File: config.mk
export PLATFORM = sky130hd
export DESIGN_NAME = ptp_unit_index_trigger_status
export DESIGN_NICKNAME = d
export VERILOG_FILES = /design/src/ptp_index_pkg.sv /design/src/ptp_filter_if.sv /design/src/ptp_msg_filter.sv /design/src/ptp_unit_index_trigger_status.sv
export SDC_FILE = /design/constraint.sdc
export NUM_CORES = 1
export LEC_CHECK = 0
export BUFFER_PORTS_ARGS = -buffer_cell sky130_fd_sc_hd__clkbuf_2
export CAP_MARGIN = 20
export CORE_MARGIN = 1
export CORE_UTILIZATION = 48
export DETAILED_ROUTE_END_ITERATION = 10
export PLACE_DENSITY = 0.85
export SETUP_SLACK_MARGIN = 0.4
export SLEW_MARGIN = 20
export SYNTH_ARGS = -nofsm -noshare
export SYNTH_HDL_FRONTEND = slang
export SYNTH_HIERARCHICAL = 1
export SYNTH_SLANG_ARGS = --single-unit
File: constraint.sdc
create_clock -name pclk -period 2.24 [get_ports pclk]
set_input_delay 0 -clock pclk [delete_from_list [all_inputs] [get_ports pclk]]
set_output_delay 0 -clock pclk [all_outputs]
set_load 0.01 [all_outputs]
File: src/ptp_index_pkg.sv
// Constants for the PTP version, unit index and trigger status registers
package ptp_index_pkg;
  localparam int ADDR_W = 12;
  localparam int DATA_W = 32;
  localparam int NUM_TRIG = 3;
  localparam int NUM_TS = 2;
  localparam int VER_W = 4;
  localparam int DOM_W = 8;
  localparam int TRIG_SEL_W = 2;

  // Register byte offsets
  localparam logic [11:0] VERSION_DOMAIN_OFS = 12'h518;
  localparam logic [11:0] UNIT_SELECTOR_OFS = 12'h520;
  localparam logic [11:0] TRIG_STATUS_OFS = 12'h524;
  localparam logic [11:0] MSG_CHECK_CFG_OFS = 12'h5c0;
  localparam logic [11:0] IRQ_ENABLE_OFS = 12'h5c4;
  localparam logic [11:0] IRQ_CLEAR_OFS = 12'h5c8;
  localparam logic [11:0] UNIT_RANGE_LO = 12'h52c;
  localparam logic [11:0] UNIT_RANGE_HI = 12'h5b3;

  // Field positions
  localparam int VER_LSB = 8;
  localparam int DOM_LSB = 0;
  localparam int TS_SEL_BIT = 8;
  localparam int TRIG_SEL_LSB = 0;
  localparam int ERR_LSB = 16;
  localparam int DONE_LSB = 0;
  localparam int DOM_CHECK_BIT = 4;

  // Reset values and codes
  localparam logic [3:0] VER_RST = 4'h2;
  localparam logic [7:0] DOM_RST = 8'h00;
  localparam logic [1:0] TRIG_SEL_RST = 2'h0;
  localparam logic [1:0] TRIG_SEL_RESERVED = 2'h3;
  localparam logic TS_SEL_RST = 1'b0;
  localparam logic DOM_CHECK_RST = 1'b0;
  localparam logic [2:0] STATUS_RST = 3'h0;

  typedef enum logic [0:0] {
    APB_WAIT = 1'b0,
    APB_ANSWER = 1'b1
  } apb_state_t;
endpackage

File: src/ptp_filter_if.sv
// Carrier between the register bank and the received message filter
`timescale 1ns/1ps
`default_nettype none
interface ptp_filter_if;
  logic [3:0] expected_version;
  logic [7:0] expected_domain_number;
  logic domain_check_en;
  logic msg_valid;
  logic [3:0] msg_version;
  logic [7:0] msg_domain;
  logic capture;
  logic drop;

  modport cfg (
    output expected_version,
    output expected_domain_number,
    output domain_check_en,
    output msg_valid,
    output msg_version,
    output msg_domain,
    input capture,
    input drop
  );

  modport filt (
    input expected_version,
    input expected_domain_number,
    input domain_check_en,
    input msg_valid,
    input msg_version,
    input msg_domain,
    output capture,
    output drop
  );
endinterface
`default_nettype wire

File: src/ptp_msg_filter.sv
// Received PTP message version and domain filter
`timescale 1ns/1ps
`default_nettype none
module ptp_msg_filter (
  input wire logic pclk,
  input wire logic presetn,
  ptp_filter_if.filt f
);
  typedef struct packed {
    logic capture;
    logic drop;
  } filt_state_t;

  filt_state_t st_reg;
  filt_state_t st_next;
  logic ver_ok;
  logic dom_ok;

  always_comb begin
    st_next = st_reg;
    ver_ok = (f.msg_version == f.expected_version);
    dom_ok = !f.domain_check_en || (f.msg_domain == f.expected_domain_number);
    st_next.capture = f.msg_valid && ver_ok && dom_ok;
    st_next.drop = f.msg_valid && !(ver_ok && dom_ok);
  end

  always_ff @(posedge pclk or negedge presetn) begin
    if (!presetn) begin
      st_reg <= '0;
    end else begin
      st_reg <= st_next;
    end
  end

  assign f.capture = st_reg.capture;
  assign f.drop = st_reg.drop;
endmodule
`default_nettype wire

File: src/ptp_unit_index_trigger_status.sv
// PTP version/domain, unit index and trigger status register bank on APB
// Operation
// - Hold 4-bit expected version, reset 2; capture messages whose version matches.
// - Drop received PTP messages whose version differs from expected version.
// - Hold 8-bit expected domain; with checking on, capture only matching domains.
// - With domain checking off, ignore the received domain number.
// - Steer unit-range accesses to the selected timestamp and trigger units.
// - 1-bit timestamp unit selector, reset 0, picks unit 0 or 1.
// - 2-bit trigger selector, reset 0, codes 0..2; code 3 never programmed.
// - Late trigger time with notify set raises error bit 16+unit, and interrupt if its enable bit is set.
// - Error flag clears on trigger enable written 0 or on write one.
// - Output generated with notify set raises done bit unit, cleared by write one.
`timescale 1ns/1ps
`default_nettype none
module ptp_unit_index_trigger_status (
  input wire logic pclk,
  input wire logic presetn,
  input wire logic psel,
  input wire logic penable,
  input wire logic pwrite,
  input wire logic [ptp_index_pkg::ADDR_W-1:0] paddr,
  input wire logic [ptp_index_pkg::DATA_W-1:0] pwdata,
  output logic [ptp_index_pkg::DATA_W-1:0] prdata,
  output logic pready,
  output logic pslverr,
  output logic irq,
  input wire logic [ptp_index_pkg::NUM_TRIG-1:0] trigger_irq_request,
  input wire logic [ptp_index_pkg::NUM_TRIG-1:0] trig_done_event,
  input wire logic [ptp_index_pkg::NUM_TRIG-1:0] trig_late_event,
  input wire logic [ptp_index_pkg::NUM_TRIG-1:0] trig_enable_cleared,
  input wire logic rx_msg_valid,
  input wire logic [ptp_index_pkg::VER_W-1:0] rx_msg_version,
  input wire logic [ptp_index_pkg::DOM_W-1:0] rx_msg_domain,
  output logic capture_enable,
  output logic msg_drop,
  output logic timestamp_unit_select,
  output logic [ptp_index_pkg::TRIG_SEL_W-1:0] trigger_unit_select,
  output logic [ptp_index_pkg::NUM_TS-1:0] ts_unit_strobe,
  output logic [ptp_index_pkg::NUM_TRIG-1:0] trig_unit_strobe,
  output logic unit_access_write
);
  typedef struct packed {
    ptp_index_pkg::apb_state_t apb;
    logic [ptp_index_pkg::DATA_W-1:0] rdata;
    logic slverr;
    logic [ptp_index_pkg::VER_W-1:0] version;
    logic [ptp_index_pkg::DOM_W-1:0] domain;
    logic dom_check;
    logic ts_sel;
    logic [ptp_index_pkg::TRIG_SEL_W-1:0] trig_sel;
    logic [ptp_index_pkg::NUM_TRIG-1:0] err;
    logic [ptp_index_pkg::NUM_TRIG-1:0] done;
    logic [ptp_index_pkg::NUM_TRIG-1:0] err_en;
    logic [ptp_index_pkg::NUM_TRIG-1:0] done_en;
    logic irq;
    logic [ptp_index_pkg::NUM_TS-1:0] ts_strobe;
    logic [ptp_index_pkg::NUM_TRIG-1:0] trig_strobe;
    logic unit_wr;
  } bank_state_t;

  bank_state_t st_reg;
  bank_state_t st_next;

  ptp_filter_if fif ();

  assign fif.expected_version = st_reg.version;
  assign fif.expected_domain_number = st_reg.domain;
  assign fif.domain_check_en = st_reg.dom_check;
  assign fif.msg_valid = rx_msg_valid;
  assign fif.msg_version = rx_msg_version;
  assign fif.msg_domain = rx_msg_domain;

  ptp_msg_filter u_filter (
    .pclk(pclk),
    .presetn(presetn),
    .f(fif.filt)
  );

  logic access;
  logic commit;
  logic wr;
  logic aligned;
  logic in_unit_range;
  logic hit_verdom;
  logic hit_unitsel;
  logic hit_status;
  logic hit_cfg;
  logic hit_en;
  logic hit_clr;
  logic mapped;
  logic [ptp_index_pkg::NUM_TRIG-1:0] w1c_err;
  logic [ptp_index_pkg::NUM_TRIG-1:0] w1c_done;
  logic [ptp_index_pkg::NUM_TRIG-1:0] set_err;
  logic [ptp_index_pkg::NUM_TRIG-1:0] set_done;
  logic [ptp_index_pkg::NUM_TRIG-1:0] clr_err;
  logic [ptp_index_pkg::DATA_W-1:0] rd_val;
  logic [ptp_index_pkg::DATA_W-1:0] status_word;
  logic [ptp_index_pkg::DATA_W-1:0] enable_word;
  logic [ptp_index_pkg::TRIG_SEL_W-1:0] new_trig_sel;
  logic [ptp_index_pkg::NUM_TRIG-1:0] trig_pick;
  logic [ptp_index_pkg::NUM_TS-1:0] ts_pick;

  // Per trigger unit event qualifiers and selector decode
  for (genvar u = 0; u < ptp_index_pkg::NUM_TRIG; u++) begin : g_trig
    // late trigger counts only with notify set
    assign set_err[u] = trig_late_event[u] && trigger_irq_request[u];
    // generated output counts only with notify set
    assign set_done[u] = trig_done_event[u] && trigger_irq_request[u];
    assign trig_pick[u] = (32'(st_reg.trig_sel) == u);
  end

  for (genvar s = 0; s < ptp_index_pkg::NUM_TS; s++) begin : g_ts
    assign ts_pick[s] = (32'(st_reg.ts_sel) == s);
  end

  always_comb begin
    st_next = st_reg;
    access = psel && penable;
    // Writes and unit strobes take effect on the edge with pready high; read data is latched one edge earlier
    commit = access && (st_reg.apb == ptp_index_pkg::APB_ANSWER);
    wr = commit && pwrite;
    aligned = (paddr[1:0] == 2'b00);
    in_unit_range = aligned && (paddr >= ptp_index_pkg::UNIT_RANGE_LO)
      && (paddr <= ptp_index_pkg::UNIT_RANGE_HI);
    hit_verdom = (paddr == ptp_index_pkg::VERSION_DOMAIN_OFS);
    hit_unitsel = (paddr == ptp_index_pkg::UNIT_SELECTOR_OFS);
    hit_status = (paddr == ptp_index_pkg::TRIG_STATUS_OFS);
    hit_cfg = (paddr == ptp_index_pkg::MSG_CHECK_CFG_OFS);
    hit_en = (paddr == ptp_index_pkg::IRQ_ENABLE_OFS);
    hit_clr = (paddr == ptp_index_pkg::IRQ_CLEAR_OFS);
    mapped = hit_verdom || hit_unitsel || hit_status || hit_cfg || hit_en || hit_clr
      || in_unit_range;

    // read words with reserved bits zero
    status_word = '0;
    status_word[ptp_index_pkg::ERR_LSB +: ptp_index_pkg::NUM_TRIG] = st_reg.err;
    status_word[ptp_index_pkg::DONE_LSB +: ptp_index_pkg::NUM_TRIG] = st_reg.done;
    enable_word = '0;
    enable_word[ptp_index_pkg::ERR_LSB +: ptp_index_pkg::NUM_TRIG] = st_reg.err_en;
    enable_word[ptp_index_pkg::DONE_LSB +: ptp_index_pkg::NUM_TRIG] = st_reg.done_en;
    rd_val = '0;
    if (hit_verdom) begin
      rd_val[ptp_index_pkg::VER_LSB +: ptp_index_pkg::VER_W] = st_reg.version;
      rd_val[ptp_index_pkg::DOM_LSB +: ptp_index_pkg::DOM_W] = st_reg.domain;
    end else if (hit_unitsel) begin
      rd_val[ptp_index_pkg::TS_SEL_BIT] = st_reg.ts_sel;
      rd_val[ptp_index_pkg::TRIG_SEL_LSB +: ptp_index_pkg::TRIG_SEL_W] = st_reg.trig_sel;
    end else if (hit_status) begin
      rd_val = status_word;
    end else if (hit_cfg) begin
      rd_val[ptp_index_pkg::DOM_CHECK_BIT] = st_reg.dom_check;
    end else if (hit_en) begin
      rd_val = enable_word;
    end

    // APB answer: one wait cycle, then pready from a flop
    unique case (st_reg.apb)
      ptp_index_pkg::APB_WAIT: begin
        if (access) begin
          st_next.apb = ptp_index_pkg::APB_ANSWER;
          st_next.rdata = pwrite ? '0 : rd_val;
          st_next.slverr = !mapped;
        end
      end
      ptp_index_pkg::APB_ANSWER: begin
        st_next.apb = ptp_index_pkg::APB_WAIT;
        st_next.slverr = 1'b0;
      end
    endcase

    // Register writes
    if (wr && hit_verdom) begin
      st_next.version = pwdata[ptp_index_pkg::VER_LSB +: ptp_index_pkg::VER_W];
      st_next.domain = pwdata[ptp_index_pkg::DOM_LSB +: ptp_index_pkg::DOM_W];
    end
    if (wr && hit_cfg) begin
      st_next.dom_check = pwdata[ptp_index_pkg::DOM_CHECK_BIT];
    end
    new_trig_sel = pwdata[ptp_index_pkg::TRIG_SEL_LSB +: ptp_index_pkg::TRIG_SEL_W];
    if (wr && hit_unitsel) begin
      st_next.ts_sel = pwdata[ptp_index_pkg::TS_SEL_BIT];
      // reserved trigger code keeps old value
      if (new_trig_sel != ptp_index_pkg::TRIG_SEL_RESERVED) begin
        st_next.trig_sel = new_trig_sel;
      end
    end
    if (wr && hit_en) begin
      st_next.err_en = pwdata[ptp_index_pkg::ERR_LSB +: ptp_index_pkg::NUM_TRIG];
      st_next.done_en = pwdata[ptp_index_pkg::DONE_LSB +: ptp_index_pkg::NUM_TRIG];
    end

    // Write-one clears from status or clear register
    w1c_err = '0;
    w1c_done = '0;
    if (wr && (hit_status || hit_clr)) begin
      w1c_err = pwdata[ptp_index_pkg::ERR_LSB +: ptp_index_pkg::NUM_TRIG];
      w1c_done = pwdata[ptp_index_pkg::DONE_LSB +: ptp_index_pkg::NUM_TRIG];
    end

    // enable written 0 or write one clears error
    clr_err = w1c_err | trig_enable_cleared;
    // Set wins over clear in the same cycle
    st_next.err = (st_reg.err & ~clr_err) | set_err;
    st_next.done = (st_reg.done & ~w1c_done) | set_done;

    st_next.irq = |((st_next.err & st_next.err_en) | (st_next.done & st_next.done_en));

    // one-hot strobes to the selected units
    st_next.ts_strobe = '0;
    st_next.trig_strobe = '0;
    st_next.unit_wr = 1'b0;
    if (commit && in_unit_range) begin
      st_next.ts_strobe = ts_pick;
      st_next.trig_strobe = trig_pick;
      st_next.unit_wr = pwrite;
    end
  end

  always_ff @(posedge pclk or negedge presetn) begin
    if (!presetn) begin
      st_reg.apb <= ptp_index_pkg::APB_WAIT;
      st_reg.rdata <= '0;
      st_reg.slverr <= 1'b0;
      st_reg.version <= ptp_index_pkg::VER_RST;
      st_reg.domain <= ptp_index_pkg::DOM_RST;
      st_reg.dom_check <= ptp_index_pkg::DOM_CHECK_RST;
      st_reg.ts_sel <= ptp_index_pkg::TS_SEL_RST;
      st_reg.trig_sel <= ptp_index_pkg::TRIG_SEL_RST;
      st_reg.err <= ptp_index_pkg::STATUS_RST;
      st_reg.done <= ptp_index_pkg::STATUS_RST;
      st_reg.err_en <= ptp_index_pkg::STATUS_RST;
      st_reg.done_en <= ptp_index_pkg::STATUS_RST;
      st_reg.irq <= 1'b0;
      st_reg.ts_strobe <= '0;
      st_reg.trig_strobe <= '0;
      st_reg.unit_wr <= 1'b0;
    end else begin
      st_reg <= st_next;
    end
  end

  assign prdata = st_reg.rdata;
  assign pready = (st_reg.apb == ptp_index_pkg::APB_ANSWER);
  assign pslverr = st_reg.slverr;
  assign irq = st_reg.irq;
  assign capture_enable = fif.capture;
  assign msg_drop = fif.drop;
  assign timestamp_unit_select = st_reg.ts_sel;
  assign trigger_unit_select = st_reg.trig_sel;
  assign ts_unit_strobe = st_reg.ts_strobe;
  assign trig_unit_strobe = st_reg.trig_strobe;
  assign unit_access_write = st_reg.unit_wr;
endmodule
`default_nettype wire

* Yosys cells after proc, flatten, opt, wreduce, memory -nomap -nowiden
Cells that the tools add are included.
** Word-level totals
- Bits in registers :: 71
- Logic and storage cells :: 100
** Cells by class
- Order comparisons :: 2
- Equality and inequality tests :: 12
- Multiplexer cells :: 19
- Bitwise operators :: 12
- Reductions and logical operators :: 37
** Operator list (number)
- $eq A12 B11 Y1 const B :: 6
- $mux W32 :: 2
- $mux W34 :: 1
- $mux W23 :: 1
- $logic_and A1 B1 Y1 :: 21
- $mux W20 :: 1
- $mux W19 :: 1
- $mux W6 :: 3
- $mux W14 :: 1
- $and A3 B3 Y3 :: 4
- $ge A12 B11 Y1 const B :: 1
- $le A12 B11 Y1 const B :: 1
- $mux W12 :: 1
- $or A3 B3 Y3 :: 4
- $eq A8 B8 Y1 :: 1
- $logic_or A1 B1 Y1 :: 8
- $mux W3 :: 2
- $not A3 Y3 :: 2
- $eq A4 B4 Y1 :: 1
- $logic_not A2 Y1 :: 2
- $mux W4 :: 1
- $ne A2 B2 Y1 const B :: 2
- $pmux W1 S2 :: 2
- $reduce_and A2 Y1 :: 2
- 7 further kinds :: 11

* Depth between registers and ports, before layout
- Depth after elaboration :: 12
- Depth in mapped cells :: 6
- Depth with buffers taken out :: 5

* By module
Netlist, hierarchy kept.
** By module, submodules not included
- ptp_unit_index_trigger_status :: times used 1, cells each 232, area each 2636.3 um^2, seq. area each 1302.5 um^2
- ptp_msg_filter :: times used 1, cells each 20, area each 198.9 um^2, seq. area each 50.0 um^2

* Least setup slack after synthesis
No wires, ideal clock.
- Kind :: register -> register
- Start :: register st_reg, in the netlist pready
- End :: register irq (netlist name)
- Arrival :: 1932 ps
- Slack :: 180 ps
- Stages on the path, launching flop included :: 7
- Period minus slack after synthesis :: 2060 ps
- Path through :: dfrtp_1 > and4_1 > buf_2 > nand4_1 > mux2_2 > a22o_1 > a2111o_1
** RTL lines
- start: declaration :: RTL line ptp_unit_index_trigger_status.sv:61 : bank_state_t st_reg;
- start signal: assignment :: RTL line ptp_unit_index_trigger_status.sv:238 : st_reg <= st_next;

==> results.toml <==
[pwr]
ir_worst_vdd_v = 0.000307
p_leak_uw = 0.00181
power.density_nw_per_um2 = 494
power.total_uw = 1770

[route]
via_per_inst = 5.39
drcViolationCount = 0
num_vias = 2297
wl_per_cell_um = 15.6
drt-total-wl_um = 6630
drt-initial-drc-count = 116
drtPass1Iterations = 4
drtAntennaViolNets = 0

[final_layout]
final_util = 0.639
largest_reg_flops = 15
drive_above_1_share = 0.393
final_nets = 427
fin_cells = 426
area_growth_pct = 26.3
antenna_cells = 0
final.fill_count = 473

[global_routing]
antenna_found_initial = 0
grt_max_degree = 55
use_met3 = 0.0448
grt.met2_usage = 0.380
overflow = 0
grt_pass1_vias = 2182
top_usage_layer = "met2"
grtUsageTotal = 0.218
grt_util_met1 = 0.275
grt_first_pass_wirelength_um = 10400

[floorplanning]
die_x_um = 78.9
ios = 120
num_rows = 27
die_y_um = 78.9
start_util = 0.506
die_area_um2 = 6220
core-area_um2 = 5610

[placed_design]
detailed_place_hpwl_um = 4710
place_ws_ns = 0.107
gp_congestion = 0.856
port_buffers = 85
dpl.cell_count = 385

[setup_path]
cpPeakStageDelay_ns = 0.57
cp.arrival_ns = 2.14
timing.rr.start = "pready$_DFF_PN0_"
slowest_stage = "or4_1"
critPathRequiredTime_ns = 2.44
crit_type = "reg -> reg"
cp_cell_sequence = "nand4_1 > or4_1 > a32o_1 > a2111o_1"
cp.depth = 4
r2r_cells = 4
crit_path_end = "irq$_DFF_PN0_"
cp_max_fo = 5
cp_num_buf_inv = 0
end_kind = "register"
r2r_end = "irq$_DFF_PN0_"
rrSetupSlack_ns = 0.29
startpoint = "pready$_DFF_PN0_"
cp_top_family = "simple AND/OR/NAND/NOR gates"
critPathLaunchType = "register"

[sta]
fin_tns_setup_ns = 0
setup_violations = 0
max_freq_mhz = 514
skew_ns = 0.00354
slew_headroom = 0.558
layout_setup_ws_ns = 0.294
slew_violations = 0
fin_crit_ns = 1.95
hold_viol_final = 0
rsz0062_at_grt = "true"
worst_slew_pin_slew_ns = 0.664
period_share = 0.869

[outcome]
outcome = "complete, no violations"

[hold_path]
hold_start = "pwdata[1]"
hp-class = "in -> reg"

[yosys]
synthArstFlopShare = 1.00
ys_seq_area_frac = 0.477
synth_ff_type = "dfrtp_1"
synth_edf_count = 0
syn_area_um2 = 2840
ys.warnings.count = 6
synth_cell_type_count = 55
synth_seq_cells = 54
syn_area_per_cell_um2 = 11.3
syn_inst = 252

[cts]
clock_latency_ns = 0.31
clockBufferDepth = 2
htree_levels = 2
cts-root-buf = "clkbuf_8"
clk_pin_slew_ns = 0.09
cts_buffers = 5
cts_tree = "built"
clock_sinks = 54

[run]
cap_violations = 0
final cells by class:
class                           count  area (um^2)  area share
Clock buffer                        6         82.6      0.0231
Clock inverter                      2         12.5     0.00349
Inverter                            2         7.51     0.00210
Multi-Input combinational cell    166         1240       0.346
Sequential cell                    54         1350       0.378
Tap cell                           72         90.1      0.0252
Timing Repair Buffer              124          798       0.223
timing repair:
action	in CTS	in global routing
resized for setup	1	8
endpoints found under the hold margin	77	0
endpoints found under the setup margin	1	11
pin swaps	4	3
buffers inserted	5	1
hold buffers	27	0
worst min path at each step:
stage / cells after the start / endpoint
after CTS: 2 / trigger_unit_select[1]$_DFFE_PN0P_
after floorplan: 0 / enable_word[0]$_DFF_PN0_
final: 2 / trigger_unit_select[1]$_DFFE_PN0P_
after global placement: 2 / ts_unit_strobe[1]$_DFF_PN0_
after detailed placement: 2 / fif.expected_version[3]$_DFFE_PN0P_
after global routing: 2 / fif.expected_domain_number[1]$_DFFE_PN0P_
synthesized netlist by cell type, types with 2 or more instances:
master	count	area, um^2
a221oi_1	2	17.5
nor4_1	2	12.5
a22oi_1	2	15.0
nand2b_1	2	12.5
nor2_1	9	33.8
nand2_1	16	60.1
clkbuf_1	4	15.0
and3_1	5	31.3
buf_4	39	293
o22a_1	2	17.5
inv_1	2	7.51
nor2b_1	2	12.5
a22o_1	15	131
o21ai_0	8	40.0
and4_1	2	17.5
xor2_1	4	35.0
buf_2	2	10.0
dfrtp_1	53	1330
o221ai_1	2	17.5
a2bb2oi_1	3	26.3
o31ai_1	2	15.0
xnor2_1	8	70.1
nand4_1	7	43.8
mux2_2	21	236
nor3_1	3	15.0
a21boi_0	2	15.0
or3_1	2	12.5
nand3_1	4	20.0
metal layers:
| layer | up-vias | wire length [um] | share of wire |
|---|---|---|---|
| met5 | - | 0 | 0 |
| met4 | 0 | 62 | 0.0093 |
| met3 | 6 | 429 | 0.065 |
| met2 | 110 | 3330 | 0.50 |
| met1 | 1108 | 2810 | 0.42 |
| li1 | 1073 | - | - |
cell families after synthesis:
family / Yosys count / synth area share
buf+inv: 48 / 0.117
mux: 21 / 0.0834
xor+xnor: 12 / 0.0371
flops: 54 / 0.477
compound gates: 45 / 0.129
other cells: 1 / 0.00132
simple gates: 71 / 0.156
stage by stage:
| step | cell area (um^2) | hold WS, ns |
|---|---|---|
| 2_1_floorplan | 2910 | -0.296 |
| 3_3_place_gp | 3140 | 0.153 |
| 3_5_place_dp | 3140 | 0.159 |
| 4_1_cts | 3540 | 0.0234 |
| 5_1_grt | 3580 | 0.0234 |
| 6_report | 3580 | 0.0390 |
power by group:
group	switching, uW	internal (uW)
clock network	315	249
logic	110	104
registers	5.71	984
total	432	1340
placed cells by master (no fill, tap or decap), types with 3 or more instances in the layout:
| cell | count |
|---|---|
| nand2_1 | 16 |
| conb_1 | 17 |
| nor2_1 | 8 |
| xnor2_1 | 8 |
| xor2_1 | 4 |
| nand4_1 | 7 |
| dlygate4sd3_1 | 25 |
| a22o_1 | 15 |
| clkbuf_8 | 6 |
| nor3_1 | 3 |
| dfrtp_1 | 53 |
| mux2_2 | 19 |
| clkbuf_2 | 85 |
| o21ai_0 | 8 |
| nand3_1 | 4 |
| buf_4 | 11 |
| and3_1 | 5 |
Note: power is estimated with default switching activity, not from simulation.
